[src/hdl/qvs_pkg.sv]
// package with constants and types for the valley-skip soft-start controller
package qvs_pkg;
  // clock rate
  localparam int unsigned CLK_FREQ_HZ = 200_000_000;
  // soft-start total time and step count
  localparam int unsigned SOFTSTART_TIME_US = 12_000;
  localparam int unsigned SOFTSTART_STEPS = 4;
  localparam int unsigned SOFTSTART_STEP_CYC =
    (SOFTSTART_TIME_US / SOFTSTART_STEPS) * (CLK_FREQ_HZ / 1_000_000);
  // evaluation period of the up/down counter
  localparam int unsigned EVAL_TIME_US = 48_000;
  localparam int unsigned EVAL_CYC = EVAL_TIME_US * (CLK_FREQ_HZ / 1_000_000);
  // ringing suppression times, long and short
  localparam int unsigned RING_LONG_NS = 25_000;
  localparam int unsigned RING_SHORT_NS = 2_500;
  localparam int unsigned RING_LONG_CYC = (RING_LONG_NS * (CLK_FREQ_HZ / 1_000_000) + 999) / 1000;
  localparam int unsigned RING_SHORT_CYC = (RING_SHORT_NS * (CLK_FREQ_HZ / 1_000_000) + 999) / 1000;
  // maximum off time
  localparam int unsigned OFFMAX_TIME_US = 42;
  localparam int unsigned OFFMAX_CYC = OFFMAX_TIME_US * (CLK_FREQ_HZ / 1_000_000);
  // counter widths and limits
  localparam int unsigned CNT_W = 3;
  localparam logic [2:0] UDC_MIN = 3'h1;
  localparam logic [2:0] UDC_MAX = 3'h7;
  localparam logic [2:0] ZC_MAX = 3'h7;
  // current-sense limit level codes: 0 lowest .. 3 full
  localparam logic [1:0] CS_LEVEL_FIRST = 2'h0;
  localparam logic [1:0] CS_LEVEL_FULL = 2'h3;

  // feedback comparator results
  typedef struct packed {
    logic above_reset;  // above counter_preset_threshold
    logic above_high;   // above count_down_threshold
    logic above_low;    // above count_up_threshold
  } qvs_fb_cmp_t;

  // controller operating phase
  typedef enum logic [1:0] {
    QVS_OFF = 2'b00,
    QVS_SOFT = 2'b01,
    QVS_RUN = 2'b10
  } qvs_phase_t;
endpackage

[src/hdl/qvs_ctrl.sv]
// top of the quasi-resonant valley-skip and soft-start control core
//
// Summary of operation
// - supply turn-on stops charging, starts soft-start
// - soft-start is time based, 12ms, 4 steps
// - soft-start raises current limit lowest to full
// - on from zero-cross and counter; off from feedback
// - counter holds zero crossings to skip
// - evaluate feedback every 48ms, update counter
// - always below low threshold: count up to 7
// - above low, never above high: hold value
// - above high, never reset threshold: count down
// - above reset threshold: force counter to 1
// - counter saturates between 1 and 7
// - counter starts at 1
// - count thresholds follow line voltage level
// - zero-cross count 0..7, clears on gate high
// - after ringing time, on when count reaches counter
// - maximum off time forces gate on
// - current above feedback level turns gate off
`timescale 1ns/1ps
module qvs_ctrl
  import qvs_pkg::*;
#(
  parameter int unsigned SS_STEP_CYC = SOFTSTART_STEP_CYC,
  parameter int unsigned PERIOD_CYC = EVAL_CYC,
  parameter int unsigned RS_LONG_CYC = RING_LONG_CYC,
  parameter int unsigned RS_SHORT_CYC = RING_SHORT_CYC,
  parameter int unsigned OFF_MAX_CYC = OFFMAX_CYC
) (
  input wire logic core_clk,
  input wire logic rst,
  // supply above supply_turn_on_threshold
  input wire logic supply_on,
  // feedback_input comparators against counting thresholds
  input qvs_fb_cmp_t fb_cmp,
  // zero_cross_input comparator, high above 100mV
  input wire logic zero_cross_input,
  // zero-cross above ringing-suppression threshold
  input wire logic zc_above_rs,
  // current measurement above feedback_voltage
  input wire logic cs_above_fb,
  // line voltage high, selects upper threshold set
  input wire logic line_high,
  // startup charging cell enable
  output logic startup_cell_en,
  // power switch gate drive
  output logic gate_drive,
  // current-sense limit level code, 0 lowest 3 full
  output logic [1:0] cs_limit_level,
  // soft-start still in progress
  output logic soft_start_active,
  // counting threshold set select for the analog side
  output logic thr_set_high_line,
  // up/down counter value
  output logic [2:0] skip_count,
  // zero-crossing counter value
  output logic [2:0] zc_count
);
  qvs_phase_t phase_q; // operating phase
  logic ss_start; // one-cycle soft-start launch
  logic [1:0] ss_level; // sequencer level
  logic ss_done; // sequencer finished
  logic [2:0] udc; // up/down counter
  logic running; // switching allowed
  logic gate_q; // output flip-flop
  logic [2:0] zc_q; // zero-crossing counter
  logic zc_prev_q; // previous zero-cross sample
  logic zc_fall; // falling crossing seen
  logic [31:0] rs_q; // ringing suppression down-counter
  logic [31:0] off_q; // off-time counter
  logic rs_over; // ringing time elapsed
  logic set_on; // turn-on decision
  logic startup_q; // startup cell register
  logic [1:0] lvl_q; // output level register
  logic ssa_q; // soft-start active register
  logic thr_q; // threshold set register
  logic [2:0] skip_q; // counter copy register

  // phase control: turn-on starts soft-start, drop of supply returns to off
  always_ff @(posedge core_clk or posedge rst) begin
    if (rst) begin
      phase_q <= QVS_OFF;
    end else begin
      case (phase_q)
        QVS_OFF: begin
          if (supply_on) begin
            phase_q <= QVS_SOFT;
          end
        end
        QVS_SOFT: begin
          if (!supply_on) begin
            phase_q <= QVS_OFF;
          end else if (ss_done) begin
            phase_q <= QVS_RUN;
          end
        end
        QVS_RUN: begin
          if (!supply_on) begin
            phase_q <= QVS_OFF;
          end
        end
        default: begin
          phase_q <= QVS_OFF;
        end
      endcase
    end
  end

  assign ss_start = (phase_q == QVS_OFF) && supply_on;
  assign running = (phase_q != QVS_OFF);

  // soft-start sequencer
  qvs_softstart #(
    .STEP_CYC(SS_STEP_CYC)
  ) u_ss (
    .core_clk(core_clk),
    .rst(rst),
    .start(ss_start),
    .level(ss_level),
    .done(ss_done)
  );

  // valley-skip counter; held at minimum while not running
  qvs_updown #(
    .PERIOD_CYC(PERIOD_CYC)
  ) u_udc (
    .core_clk(core_clk),
    .rst(rst),
    .enable(running),
    .fb_cmp(fb_cmp),
    .count(udc)
  );

  // falling crossing of the zero-cross threshold
  always_ff @(posedge core_clk or posedge rst) begin
    if (rst) begin
      zc_prev_q <= 1'b0;
    end else begin
      zc_prev_q <= zero_cross_input;
    end
  end

  assign zc_fall = zc_prev_q && !zero_cross_input;

  // zero-crossing counter, only counts while switch is off
  always_ff @(posedge core_clk or posedge rst) begin
    if (rst) begin
      zc_q <= 3'h0;
    end else if (set_on || gate_q) begin
      zc_q <= 3'h0;
    end else if (zc_fall && zc_q != ZC_MAX) begin
      zc_q <= zc_q + 3'h1;
    end
  end

  // ringing suppression timer, loaded at turn-off, length from zero-cross level
  always_ff @(posedge core_clk or posedge rst) begin
    if (rst) begin
      rs_q <= 32'h0000_0000;
    end else if (gate_q) begin
      rs_q <= zc_above_rs ? RS_SHORT_CYC : RS_LONG_CYC;
    end else if (rs_q != 32'h0000_0000) begin
      rs_q <= rs_q - 32'h0000_0001;
    end
  end

  assign rs_over = (rs_q == 32'h0000_0000);

  // off-time counter for the maximum off time
  always_ff @(posedge core_clk or posedge rst) begin
    if (rst) begin
      off_q <= 32'h0000_0000;
    end else if (gate_q || !running) begin
      off_q <= 32'h0000_0000;
    end else if (off_q != OFF_MAX_CYC) begin
      off_q <= off_q + 32'h0000_0001;
    end
  end

  // switch-on decision: valley count reached, or off too long
  always_comb begin
    set_on = 1'b0;
    if (running && !gate_q) begin
      if (rs_over && (zc_q >= udc)) begin
        set_on = 1'b1;
      end else if (off_q == OFF_MAX_CYC) begin
        set_on = 1'b1;
      end
    end
  end

  // output flip-flop: set by digital on-decision, reset by current comparator
  always_ff @(posedge core_clk or posedge rst) begin
    if (rst) begin
      gate_q <= 1'b0;
    end else if (!running) begin
      gate_q <= 1'b0;
    end else if (gate_q && cs_above_fb) begin
      gate_q <= 1'b0;
    end else if (set_on) begin
      gate_q <= 1'b1;
    end
  end

  // registered status and control outputs
  always_ff @(posedge core_clk or posedge rst) begin
    if (rst) begin
      startup_q <= 1'b1;
      lvl_q <= CS_LEVEL_FIRST;
      ssa_q <= 1'b0;
      thr_q <= 1'b0;
      skip_q <= UDC_MIN;
    end else begin
      startup_q <= !running && !supply_on;
      lvl_q <= (phase_q == QVS_RUN) ? CS_LEVEL_FULL : ss_level;
      ssa_q <= (phase_q == QVS_SOFT);
      thr_q <= line_high;
      skip_q <= udc;
    end
  end

  assign startup_cell_en = startup_q;
  assign gate_drive = gate_q;
  assign cs_limit_level = lvl_q;
  assign soft_start_active = ssa_q;
  assign thr_set_high_line = thr_q;
  assign skip_count = skip_q;
  assign zc_count = zc_q;
endmodule

[src/hdl/qvs_softstart.sv]
// soft-start sequencer stepping the current-sense limit selection
`timescale 1ns/1ps
module qvs_softstart
  import qvs_pkg::*;
#(
  parameter int unsigned STEP_CYC = SOFTSTART_STEP_CYC
) (
  input wire logic core_clk,
  input wire logic rst,
  input wire logic start,
  output logic [1:0] level,
  output logic done
);
  logic [31:0] tmr_q; // step timer
  logic run_q; // sequence running
  logic [1:0] level_q; // current level code
  logic done_q; // last step at full level elapsed

  // equal-length steps advance the level until the full level holds
  always_ff @(posedge core_clk or posedge rst) begin
    if (rst) begin
      tmr_q <= 32'h0000_0000;
      run_q <= 1'b0;
      level_q <= CS_LEVEL_FIRST;
      done_q <= 1'b0;
    end else if (start) begin
      // restart from lowest level
      tmr_q <= 32'h0000_0000;
      run_q <= 1'b1;
      level_q <= CS_LEVEL_FIRST;
      done_q <= 1'b0;
    end else if (run_q) begin
      if (tmr_q == STEP_CYC - 1) begin
        tmr_q <= 32'h0000_0000;
        if (level_q == CS_LEVEL_FULL) begin
          // last step elapsed, hold full level
          run_q <= 1'b0;
          done_q <= 1'b1;
        end else begin
          level_q <= level_q + 2'h1;
        end
      end else begin
        tmr_q <= tmr_q + 32'h0000_0001;
      end
    end
  end

  assign level = level_q;
  assign done = done_q;
endmodule

[src/hdl/qvs_updown.sv]
// up/down counter of zero crossings to skip, updated once per period
`timescale 1ns/1ps
module qvs_updown
  import qvs_pkg::*;
#(
  parameter int unsigned PERIOD_CYC = EVAL_CYC
) (
  input wire logic core_clk,
  input wire logic rst,
  input wire logic enable,
  input qvs_fb_cmp_t fb_cmp,
  output logic [2:0] count
);
  logic [31:0] tmr_q; // period timer
  logic tick; // one-cycle period enable
  qvs_fb_cmp_t seen_q; // sticky comparator flags
  logic [2:0] cnt_q; // skip count

  assign tick = enable && (tmr_q == PERIOD_CYC - 1);

  // period divider
  always_ff @(posedge core_clk or posedge rst) begin
    if (rst) begin
      tmr_q <= 32'h0000_0000;
    end else if (!enable || tick) begin
      tmr_q <= 32'h0000_0000;
    end else begin
      tmr_q <= tmr_q + 32'h0000_0001;
    end
  end

  // sticky flags, cleared at period start; current sample lands in new period
  always_ff @(posedge core_clk or posedge rst) begin
    if (rst) begin
      seen_q <= '0;
    end else if (!enable || tick) begin
      seen_q <= enable ? fb_cmp : '0;
    end else begin
      seen_q <= seen_q | fb_cmp;
    end
  end

  // counter decision at end of each period, saturating 1..7
  always_ff @(posedge core_clk or posedge rst) begin
    if (rst) begin
      cnt_q <= UDC_MIN;
    end else if (!enable) begin
      cnt_q <= UDC_MIN;
    end else if (tick) begin
      if (seen_q.above_reset || fb_cmp.above_reset) begin
        cnt_q <= UDC_MIN;
      end else if (seen_q.above_high || fb_cmp.above_high) begin
        if (cnt_q != UDC_MIN) begin
          cnt_q <= cnt_q - 3'h1;
        end
      end else if (seen_q.above_low || fb_cmp.above_low) begin
        cnt_q <= cnt_q;
      end else if (cnt_q != UDC_MAX) begin
        cnt_q <= cnt_q + 3'h1;
      end
    end
  end

  assign count = cnt_q;
endmodule

[config.mk]
export PLATFORM = sky130hd
export DESIGN_NAME = qvs_ctrl
export DESIGN_NICKNAME = d
export VERILOG_FILES = /design/src/hdl/qvs_pkg.sv /design/src/hdl/qvs_ctrl.sv /design/src/hdl/qvs_softstart.sv /design/src/hdl/qvs_updown.sv
export SDC_FILE = /design/constraint.sdc
export NUM_CORES = 1
export LEC_CHECK = 0
export BUFFER_PORTS_ARGS = -buffer_cell sky130_fd_sc_hd__buf_4
export CAP_MARGIN = 20
export CORE_ASPECT_RATIO = 0.75
export CORE_MARGIN = 4
export CORE_UTILIZATION = 30
export DETAILED_ROUTE_END_ITERATION = 12
export SETUP_SLACK_MARGIN = 0.4
export SKIP_LAST_GASP = 1
export SYNTH_ARGS = -nofsm -noshare
export SYNTH_HDL_FRONTEND = slang
export SYNTH_SLANG_ARGS = --single-unit
[constraint.sdc]
create_clock -name core_clk -period 5.25 [get_ports core_clk]
set_input_delay 0.2625 -clock core_clk [delete_from_list [all_inputs] [get_ports core_clk]]
set_output_delay 0.2625 -clock core_clk [all_outputs]
set_load 0.05 [all_outputs]
Word level (Yosys, flattened, before mapping):

Index checks and enable logic that the tools add are counted.

* equality and inequality tests: 19
* bitwise gates (word level): 1
* add/sub/neg operators: 8
* reduce and logical (&&, ||, !) cells: 32
* $lt $le $gt $ge: 1
* multiplexer cells: 44

Operators with widths (number)
* $mux W32: 8
* $add A32 B1 Y32 const B: 3
* $mux W3: 11
* $eq A32 B14 Y1 const B: 1
* $eq A32 B20 Y1 const B: 1
* $eq A32 B24 Y1 const B: 1
* $logic_not A32 Y1: 1
* $ne A32 B14 Y1 const B: 1
* $reduce_bool A32 Y1: 1
* $sub A32 B1 Y32 const B: 1
* $mux W2: 9
* $mux W1: 14
* $reduce_bool A2 Y1: 7
* $mux W13: 1
* $reduce_and A3 Y1: 3
* $logic_and A1 B1 Y1: 8
* $add A3 B1 Y3 const B: 2
* $logic_or A1 B1 Y1: 6
* $ne A2 B2 Y1 const B: 3
* $ne A3 B1 Y1 const B: 2
* $ne A3 B3 Y1 const B: 2
* $pmux W2 S3: 1
* $eq A2 B2 Y1 const B: 2
* $logic_not A1 Y1: 4
* 12 further kinds: 12

* output and inout bits: 12
* input bits: 10
* logic and storage cells: 125
* bits in registers: 153

Logic depth before layout (Yosys ltp):

Gate-level depths: netlist of run 1.

* depth after elaboration: 7
* mapped depth: 9
* gate-level depth less buffers: 7

Hierarchy:

A second synthesis of run 1 with hierarchy kept.

* cell total of the unflattened synthesis: 838
* area total of the unflattened synthesis: 8034.0 um^2

Modules (own cells, without submodules)
* qvs_ctrl: cells an instance 414, sequential area each 1979.4 um^2, times used 1, area an instance 4035.1 um^2
* qvs_updown: cells an instance 213, sequential area each 952.2 um^2, times used 1, area an instance 2030.7 um^2
* qvs_softstart: cells an instance 211, sequential area each 900.9 um^2, times used 1, area an instance 1968.1 um^2

Worst setup path before layout of run 1:

OpenSTA, ideal clock, no wires.

* kind: register -> register
* start point: reg rs_q[12]
* end point: reg rs_q[5]
* cell stages (with the launch flop): 9
* arrival time: 2.555 ns
* path slack: 2.571 ns
* path buffers: 3
* data required time: 5.126 ns
* setup time: 0.124 ns
* clock period less this slack: 2.679 ns
* path through: dfrtp_1 > or4_1 > buf_2 > or4_4 > buf_6 > nor4_2 > buf_2 > nor3_1 > o31a_1

* longest elaborated chain between the ends: 2

Ends and longest elaborated chain
* start, declared: line qvs_ctrl.sv:70 `logic [31:0] rs_q;`
* start signal, assigned: line qvs_ctrl.sv:162 `rs_q <= zc_above_rs ? RS_SHORT_CYC : RS_LONG_CYC;`
* start signal, assigned: line qvs_ctrl.sv:164 `rs_q <= rs_q - 32'h0000_0001;`
* $reduce_bool A32 Y1: line qvs_ctrl.sv:163 `end else if (rs_q != 32'h0000_0000) begin`
* $reduce_bool A2 Y1 (no source line)

Every way passes these cells.
A chain may end at the register's enable or synchronous reset.

Final worst setup path of run 1:

* start point: reg rs_q[23]
* end point: reg rs_q[5]

The elaborated chain is that of the path after synthesis.

==> results of run 1 <==
[layout by cell type (no fill, tap or decap), types with 3 or more instances in the layout]
master,count
a211oi_1,3
bufinv_16,3
nor4b_1,6
buf_4,29
or3_1,9
dfrtp_1,150
or4_1,16
a21oi_1,21
mux2i_1,6
clkinv_2,4
o21a_1,3
nor4_1,16
clkinv_4,3
and3_1,19
and4_1,10
nand3_1,42
ha_1,16
dfstp_2,3
nor3_1,24
o211ai_1,4
o31a_1,4
o31ai_1,8
nor2_1,128
nand2_1,37
o21ai_0,12
or4b_2,3
nand3b_1,3
clkbuf_16,17
nor4bb_1,3
and2_1,10
clkbuf_1,3
nand4_1,46
xnor2_1,21
dlygate4sd3_1,4
inv_1,17
xor2_1,84
nand2b_1,6
[worst reg2reg max path, delay by kind of cell (launching register included)]
| family | cells | cell delay (ns) |
|---|---|---|
| simple gates | 4 | 2.01 |
| flops | 1 | 0.43 |
| compound gates | 1 | 0.27 |
| buf+inv | 1 | 0.30 |
[final cells by class]
cell class	count	share of cell area
clock buffers	20	0.0484
clock inverters	12	0.0168
inverters	19	0.00845
multi-input cells	594	0.419
flip-flops and latches	153	0.424
well taps	338	0.0468
repair buffers	38	0.0366
[per-layer routing]
| metal | wire length, um | vias to the layer above | track usage | part of all wire |
|---|---|---|---|---|
| met5 | 0 | - | 0 | 0 |
| met4 | 134 | 0 | 0.0257 | 0.0080 |
| met3 | 622 | 11 | 0.0310 | 0.037 |
| met2 | 7240 | 88 | 0.176 | 0.43 |
| met1 | 8770 | 2831 | 0.178 | 0.52 |
| li1 | - | 2899 | - | - |
[worst max-delay path by stage]
stage / start / to / slack (ns)
finish: rs_q[23] / rs_q[5] / 2.13
global route: rs_q[23] / rs_q[5] / 2.00
CTS: rs_q[23] / rs_q[4] / 1.82
detailed placement: rs_q[23] / rs_q[4] / 1.85
global placement: rs_q[23] / rs_q[4] / 1.94
floorplan: rst / cs_limit_level[0] / 0.87
[cells in the mapped netlist (all sizes together) (15+ instances only)]
library cell,n,share of area
a21oi,21,0.013
and3,19,0.015
clkbuf,27,0.013
dfrtp,150,0.48
ha,16,0.026
inv,18,0.0086
nand2,37,0.018
nand3,42,0.027
nand4,46,0.037
nor2,128,0.061
nor3,25,0.017
nor4,17,0.014
o21ai,15,0.0096
or4,18,0.018
xnor2,21,0.024
xor2,84,0.094
[registers in the layout, indices dropped and copies added (netlist names)]
name               flops
cs_limit_level         2
gate_drive             1
off_q                 32
phase_q                2
rs_q                  32
skip_count             3
soft_start_active      1
startup_cell_en        1
thr_set_high_line      1
u_ss.done              1
u_ss.level             2
u_ss.run_q             1
u_ss.tmr_q            32
u_udc.count            3
u_udc.seen_q           3
u_udc.tmr_q           32
zc_count               3
zc_prev_q              1
[power breakdown]
group	switching (mW)	internal (mW)	leakage, nW	total [mW]
sequential	0.0735	1.24	2.07	1.31
combinational	0.212	0.135	1.56	0.347
clock	0.494	0.746	0.284	1.24
total	0.779	2.12	3.91	2.90
[cells by family after synthesis]
kind of cell	count (synthesis)	synth area share
multiplexers	6	0.00768
AND/OR/NAND/NOR	395	0.271
AO/OA/AOI/OAI	72	0.0606
flip-flops	153	0.490
buffers and inverters	54	0.0283
XOR/XNOR	105	0.118
adder cells (fa/ha/maj)	16	0.0256
[stage by stage]
step | hold slack [ns] | cells | cell area, um2 | setup slack [ns] | power [mW]
6_report | 0.0484 | 1174 | 9030 | 2.13 | 2.90
5_1_grt | 0.0423 | 1174 | 9030 | 2.00 | 3.05
4_1_cts | 0.0392 | 1169 | 8960 | 1.82 | 2.94
3_5_place_dp | 0.373 | 1134 | 8350 | 1.85 | 1.68
3_3_place_gp | 0.372 | 1132 | 8320 | 1.94 | 1.67
2_1_floorplan | 0.294 | 801 | 7830 | 0.871 | 1.58
==> flow_summary.toml, run 1 <==
[run_status]
status = "finished, final reports clean"

[route]
vias = 5829
drcViolationCount = 0
ant_nets = 0
wl_um = 16800
routedWlPerCell_um = 14.3
firstDrtPassIters = 5
viasPerCell = 4.97
drt_iter0_drc = 425

[timing]
fin_crit_sh = 0.594
finalHoldViolCount = 0
period_needed_ns = 3.12
fin_skew_ns = 0.0102
rsz0062_at_grt = "no"
max_clock_freq_mhz = 321
worstMarginPinSlew_ns = 0.923
maxSlewViolCount = 0
max-slew-margin-rel = 0.383
tns_ns = 0
setup_violations = 0

[clock_tree]
path_clk_slew_ns = 0.06
cts_setup_buffers = 0
cts_buffer_depth = 2
postCtsHoldBufs = 3
cts_tree = "built"
cts_sinks = 153
clock_latency_ns = 0.43
root_buffer = "clkbuf_16"
cts_max_level = 4
cts_inserted_buffers = 17
ctsResizeCount = 0

[floorplanning]
die_h_um = 148
die-area_um2 = 28800
rows = 50
coreArea_um2 = 25300
pin_count = 22
initial_utilization = 0.309
die_w_um = 194

[hold_path]
worstHoldEndpoint = "gate_drive"
hold_depth = 2
min_path_type = "in2reg"
worst_hold_startpoint = "cs_above_fb"

[critical_path]
timing.rr.start = "rs_q[23]"
timing.reg2reg.setup_slack_ns = 2.13
reg2regPathDepth = 6
cp.required_ns = 5.56
criticalPathCategory = "reg2reg"
path_delay_family = "simple AND/OR/NAND/NOR gates"
cp-end-kind = "register"
crit_slowest_cell = "or4_1"
max_stage_delay_ns = 0.77
crit_arrival_ns = 3.43
worstPathCellList = "or4_1, or4_1, nor4_2, clkbuf_4, nor3_1, o31a_1"
cp_num_buf_inv = 1
r2r_end = "rs_q[5]"
critPathLaunchType = "register"
crit_top_cell = "or4_1"
crit_cells = 6
critPathMaxFanout = 15

[pwr]
power.density_nw_per_um2 = 321
p_leak_nw = 3.91
ir_worst_vdd_v = 0.000211

[grt]
grt_pass1_vias = 5612
grt-ovfl-total = 0
grt_max_degree = 108
grt_antenna_before_repair = 0
grt_pass1_wl_um = 28800
grtUsageTotal = 0.120

[finish]
drive_above_1_share = 0.0993
seqCellArea_um2 = 3830
n_antenna_cell = 0
multiInputGateArea_um2 = 3780
nFillCells = 2545
utilization = 0.356
fin_nets = 849
syn_to_final_growth_pct = 15.4

[logic_synthesis]
synthFlopType = "dfrtp_1"
syn_nets = 827
async_flop_share = 1.00
synth_enable_flop_cells = 0
synth_area_per_cell_um2 = 9.77
syn-instance-count = 801
ys_warn_count = 0
yosysSeqAreaShare = 0.490
ys_types = 57
syn_area_um2 = 7830
ys_seq_elements = 153

[job]
maxCapViolCount = 0

[placement]
io_buffers = 21
hpwl_um = 10800
gp_congestion = 0.772
Power figures use the tool's default switching activity.
==> inputs of run 2 (changes only) <==
Clock period 5.25 ns to 2.75 ns, I/O delays scaled along.
==> run 2 against run 1 <==
Compared with the run above: largest cell class is now multi-input combinational cells; clock power is 89% higher; utilization is 1.9 points higher; first-iteration DRC count is 33% lower.
==> flow_summary.toml, run 2 (same netlist as run 1, synthesis figures left out) <==
[finish]
fin_nets = 890
nFillCells = 2497
instances_no_fill = 1215
final_cell_mix = "150 x dfrtp_1, 128 x nor2_1, 84 x xor2_1, 63 x buf_4, 46 x nand4_1"
layout_commonest_cell = "dfrtp_1"
drive_above_1_share = 0.162
fin_area_um2 = 9510
syn_to_final_growth_pct = 21.5
n_antenna_cell = 0

[grt]
grt_pass1_wl_um = 29500
grtUsageTotal = 0.123
grt-ovfl-total = 0
grt_max_degree = 43
use_met2 = 0.174
gr-max-usage-layer = "met1"
grt.met3_usage = 0.0308
grt_antenna_before_repair = 0
grt_pass1_vias = 5713
globalRouteMet1Util = 0.186

[critical_path]
cp.required_ns = 3.12
critPathLaunchType = "register"
criticalPathCategory = "reg2reg"
crit_arrival_ns = 2.86
cp-end-kind = "register"
worstPathCellList = "or4_4, or4_4, or4_4, a31oi_1, o31a_1"
crit_slowest_cell = "or4_4"
max_stage_delay_ns = 0.64
critPathMaxFanout = 8
crit_top_cell = "or4_4"

[floorplanning]
die_w_um = 194
rows = 50
coreArea_um2 = 25300
pin_count = 22
die-area_um2 = 28800
initial_utilization = 0.309
die_h_um = 148

[placement]
io_buffers = 21
postPlaceCellArea_um2 = 8550
hpwl_um = 11400
place_inst = 1155
gp_congestion = 0.801

[timing]
worstMarginPinSlew_ns = 0.715
fin_skew_ns = 0.00835
max_clock_freq_mhz = 402
finalHoldViolCount = 0
tns_ns = 0
period_needed_ns = 2.49
setup_violations = 0
fin_crit_sh = 0.905
rsz0062_at_grt = "yes"
maxSlewViolCount = 0
holdWs_ns = 0.162
max-slew-margin-rel = 0.519

[clock_tree]
cts_inserted_buffers = 17
root_buffer = "clkbuf_16"
path_clk_slew_ns = 0.07
cts_sinks = 153
cts_tree = "built"
cts_max_level = 4
clock_latency_ns = 0.43
cts_buffer_depth = 2

[pwr]
p_leak_nw = 4.16
ir_worst_vdd_v = 0.000442
power.density_nw_per_um2 = 589
finalPower_mw = 5.60

[route]
vias = 6042
wl_um = 17400
viasPerCell = 4.97
firstDrtPassIters = 4
drcViolationCount = 0
ant_nets = 0
routedWlPerCell_um = 14.3
drt_iter0_drc = 286

[hold_path]
min_path_type = "in2async"

[job]
maxCapViolCount = 0

[run_status]
status = "finished, final reports clean"
run 2: changes by cell type in the layout (fill, tap and decap cells not counted), moves of 3 or more:
cell | previous run | this run
clkinv_2 | 4 | 0
dlygate4sd3_1 | 4 | 9
buf_4 | 29 | 63
clkbuf_1 | 3 | 0
or4_4 | 2 | 8
or4_1 | 16 | 10
buf_12 | 0 | 4
inv_6 | 1 | 5
inv_8 | 0 | 3
run 2: area by class of cell:
type | instances | area, um2 | share of cell area
Tap cell | 338 | 423 | 0.0445
Sequential cell | 153 | 3830 | 0.403
Inverter | 19 | 75.1 | 0.00790
Timing Repair Buffer | 79 | 691 | 0.0727
Multi-Input combinational cell | 594 | 3900 | 0.410
Clock buffer | 17 | 425 | 0.0447
Clock inverter | 15 | 159 | 0.0167
run 2: critical path: cells and delay by family, from the launching register on:
family             cells  cell delay [ns]
DFF                    1             0.39
AOI/OAI and AO/OA      2             0.33
and+or+nand+nor        3             1.71
run 2: metrics by stage:
| step | utilization | worst slack (ns) |
|---|---|---|
| after detailed placement | 0.337 | 0.122 |
| after floorplan | - | 0.118 |
| after global placement | 0.337 | 0.138 |
| after global routing | 0.375 | 0.157 |
| final | 0.375 | 0.260 |
| after CTS | 0.369 | 0.294 |
run 2: worst paths after layout:
kind | startpoint | end | slack, ns | depth (start not counted)
max | rs_q[19] | rs_q[4] | 0.26 | 5
min | rst | phase_q[0] | 0.16 | 3
max reg2reg | rs_q[19] | rs_q[4] | 0.26 | 5
min reg2reg | u_udc.count[0] | skip_count[0] | 0.42 | 0
max in group asynchronous | rst | skip_count[0] | 1.82 | 5
min in group core_clk | line_high | thr_set_high_line | 0.36 | 2
run 2: routing by layer:
layer,vias to the layer above,share of wire
li1,2985,-
met1,2958,0.53
met2,85,0.43
met3,14,0.034
met4,0,0.011
met5,-,0
run 2: repair_timing:
item	CTS	global route
endpoints found under the setup margin	61	83
hold buffers	9	0
pin swaps	5	9
gates cloned	0	1
resized for setup	14	13
hold endpoints to repair	46	0
buffers inserted	10	7
run 2: where the power goes:
group	internal [mW]	leakage [nW]	switching, mW
combinational	0.312	1.80	0.434
clock	1.28	0.285	1.05
sequential	2.37	2.07	0.147
==> inputs of run 3 (changes only) <==
Settings changed: CAP_MARGIN 20 to 40, CORE_MARGIN 4 to not set.
Clock period 2.75 ns to 2.68 ns, I/O delays scaled along.
==> run 3 against run 2 <==
Compared with the run above: utilization up 1.2 points; global-route usage up 1.5 points; via count up 2.2%; sequential share of layout area down 1.0 points; fmax up 1.6%; power up 2.6%; die area down 7.0%; worst setup slack worse by 0.030 ns; highest routed layer unchanged.
==> flow_summary.toml, run 3 (same netlist as run 1, synthesis figures left out) <==
[run_status]
status = "finished, final reports clean"

[timing]
max-slew-margin-rel = 0.487
fin_skew_ns = 0.00918
maxSlewViolCount = 0
period_needed_ns = 2.45
fin_crit_sh = 0.914
setup_violations = 0
tns_ns = 0
rsz0062_at_grt = "yes"
finalHoldViolCount = 0
worstMarginPinSlew_ns = 0.762
max_clock_freq_mhz = 408

[grt]
grt-ovfl-total = 0
grtUsageTotal = 0.139
grt_max_degree = 90
grt_pass1_vias = 5869
grt_pass1_wl_um = 29800
grt_antenna_before_repair = 0

[clock_tree]
root_buffer = "clkbuf_16"
cts_tree = "built"
cts_buffer_depth = 2
path_clk_slew_ns = 0.06
cts_inserted_buffers = 17
clock_latency_ns = 0.43
cts_max_level = 4
cts_sinks = 153

[critical_path]
crit_arrival_ns = 2.82
criticalPathCategory = "reg2reg"
crit_end = "rs_q[4]"
crit_top_cell = "or4_4"
timing.reg2reg.setup_slack_ns = 0.23
crit_slowest_cell = "or4_4"
timing.rr.start = "rs_q[23]"
cp-end-kind = "register"
critPathMaxFanout = 8
setup.worst_path.start = "rs_q[23]"
r2r_end = "rs_q[4]"
cp.required_ns = 3.05
reg2regPathDepth = 5
worstPathCellList = "or4_4, or4_4, or4_4, a31oi_1, o31a_1"
critPathLaunchType = "register"
max_stage_delay_ns = 0.60

[route]
firstDrtPassIters = 4
vias = 6175
drcViolationCount = 0
wl_um = 17800
viasPerCell = 5.02
ant_nets = 0
drt_iter0_drc = 371
routedWlPerCell_um = 14.5

[floorplanning]
die-area_um2 = 26700
coreArea_um2 = 25300
rows = 50
die_h_um = 142
initial_utilization = 0.310
pin_count = 22
die_w_um = 188

[pwr]
finalPower_mw = 5.74
p_leak_nw = 4.23
ir_worst_vdd_v = 0.000483
power.density_nw_per_um2 = 587

[finish]
syn_to_final_growth_pct = 25.0
final_cell_mix = "143 x dfrtp_1, 117 x nor2_1, 84 x xor2_1, 77 x buf_4, 46 x nand4_1"
fin_nets = 906
nFillCells = 2522
drive_above_1_share = 0.209
n_antenna_cell = 0
layout_commonest_cell = "dfrtp_1"

[placement]
gp_congestion = 0.781
hpwl_um = 11200
io_buffers = 21

[job]
maxCapViolCount = 0

[hold_path]
min_path_type = "in2async"
-- run 3: metal layers --
| layer | vias up | global-route usage | share of wire |
|---|---|---|---|
| met5 | - | 0 | 0 |
| met1 | 3051 | 0.203 | 0.53 |
| met3 | 19 | 0.0277 | 0.029 |
| li1 | 3015 | - | - |
| met2 | 90 | 0.199 | 0.42 |
| met4 | 0 | 0.0548 | 0.015 |
-- run 3: worst min-delay path by stage --
stage / startpoint / end / slack [ns] / depth (start not counted)
after floorplan: line_high / thr_set_high_line / 0.17 / 0
after global placement: rst / off_q[25] / 0.18 / 2
after detailed placement: rst / off_q[25] / 0.18 / 2
after CTS: rst / off_q[25] / 0.27 / 3
after global routing: rst / off_q[25] / 0.31 / 3
final: rst / off_q[25] / 0.27 / 3
-- run 3: timing repair --
action                                 in CTS  in global routing
setup endpoints to repair                  71                 97
hold buffers                                9                  0
gates resized for setup                    31                 40
pin swaps                                  17                 24
gates cloned                                2                  2
setup buffers                              15                 19
endpoints found under the hold margin      26                  0
-- run 3: power by group --
group | switching (mW) | internal [mW] | leakage [nW]
Clock | 0.943 | 1.37 | 0.277
Combinational | 0.493 | 0.359 | 1.89
Sequential | 0.145 | 2.43 | 2.06
-- run 3: layout make-up --
| class | count | area [um2] | share of cell area |
|---|---|---|---|
| repair buffers | 92 | 762 | 0.0779 |
| flip-flops and latches | 153 | 3840 | 0.393 |
| well taps | 338 | 423 | 0.0432 |
| clock buffers | 25 | 495 | 0.0507 |
| multi-input cells | 597 | 4120 | 0.421 |
| inverters | 19 | 75.1 | 0.00767 |
| clock inverters | 7 | 66.3 | 0.00678 |
-- run 3: worst max-delay path, delay by kind of cell (launching register included) --
| family | cells | cell delay, ns |
|---|---|---|
| flops | 1 | 0.38 |
| compound gates | 2 | 0.32 |
| simple gates | 3 | 1.70 |
-- run 3: per-stage QoR --
| stage | worst slack, ns | hold WS [ns] | std cells | cell area [um2] | utilization |
|---|---|---|---|---|---|
| 2_1_floorplan | 0.0477 | 0.165 | 801 | 7910 | - |
| 3_3_place_gp | 0.0839 | 0.179 | 1152 | 8530 | 0.338 |
| 3_5_place_dp | 0.00692 | 0.180 | 1152 | 8530 | 0.338 |
| 4_1_cts | 0.224 | 0.265 | 1210 | 9460 | 0.374 |
| 5_1_grt | 0.164 | 0.310 | 1231 | 9780 | 0.387 |
| 6_report | 0.230 | 0.271 | 1231 | 9780 | 0.387 |
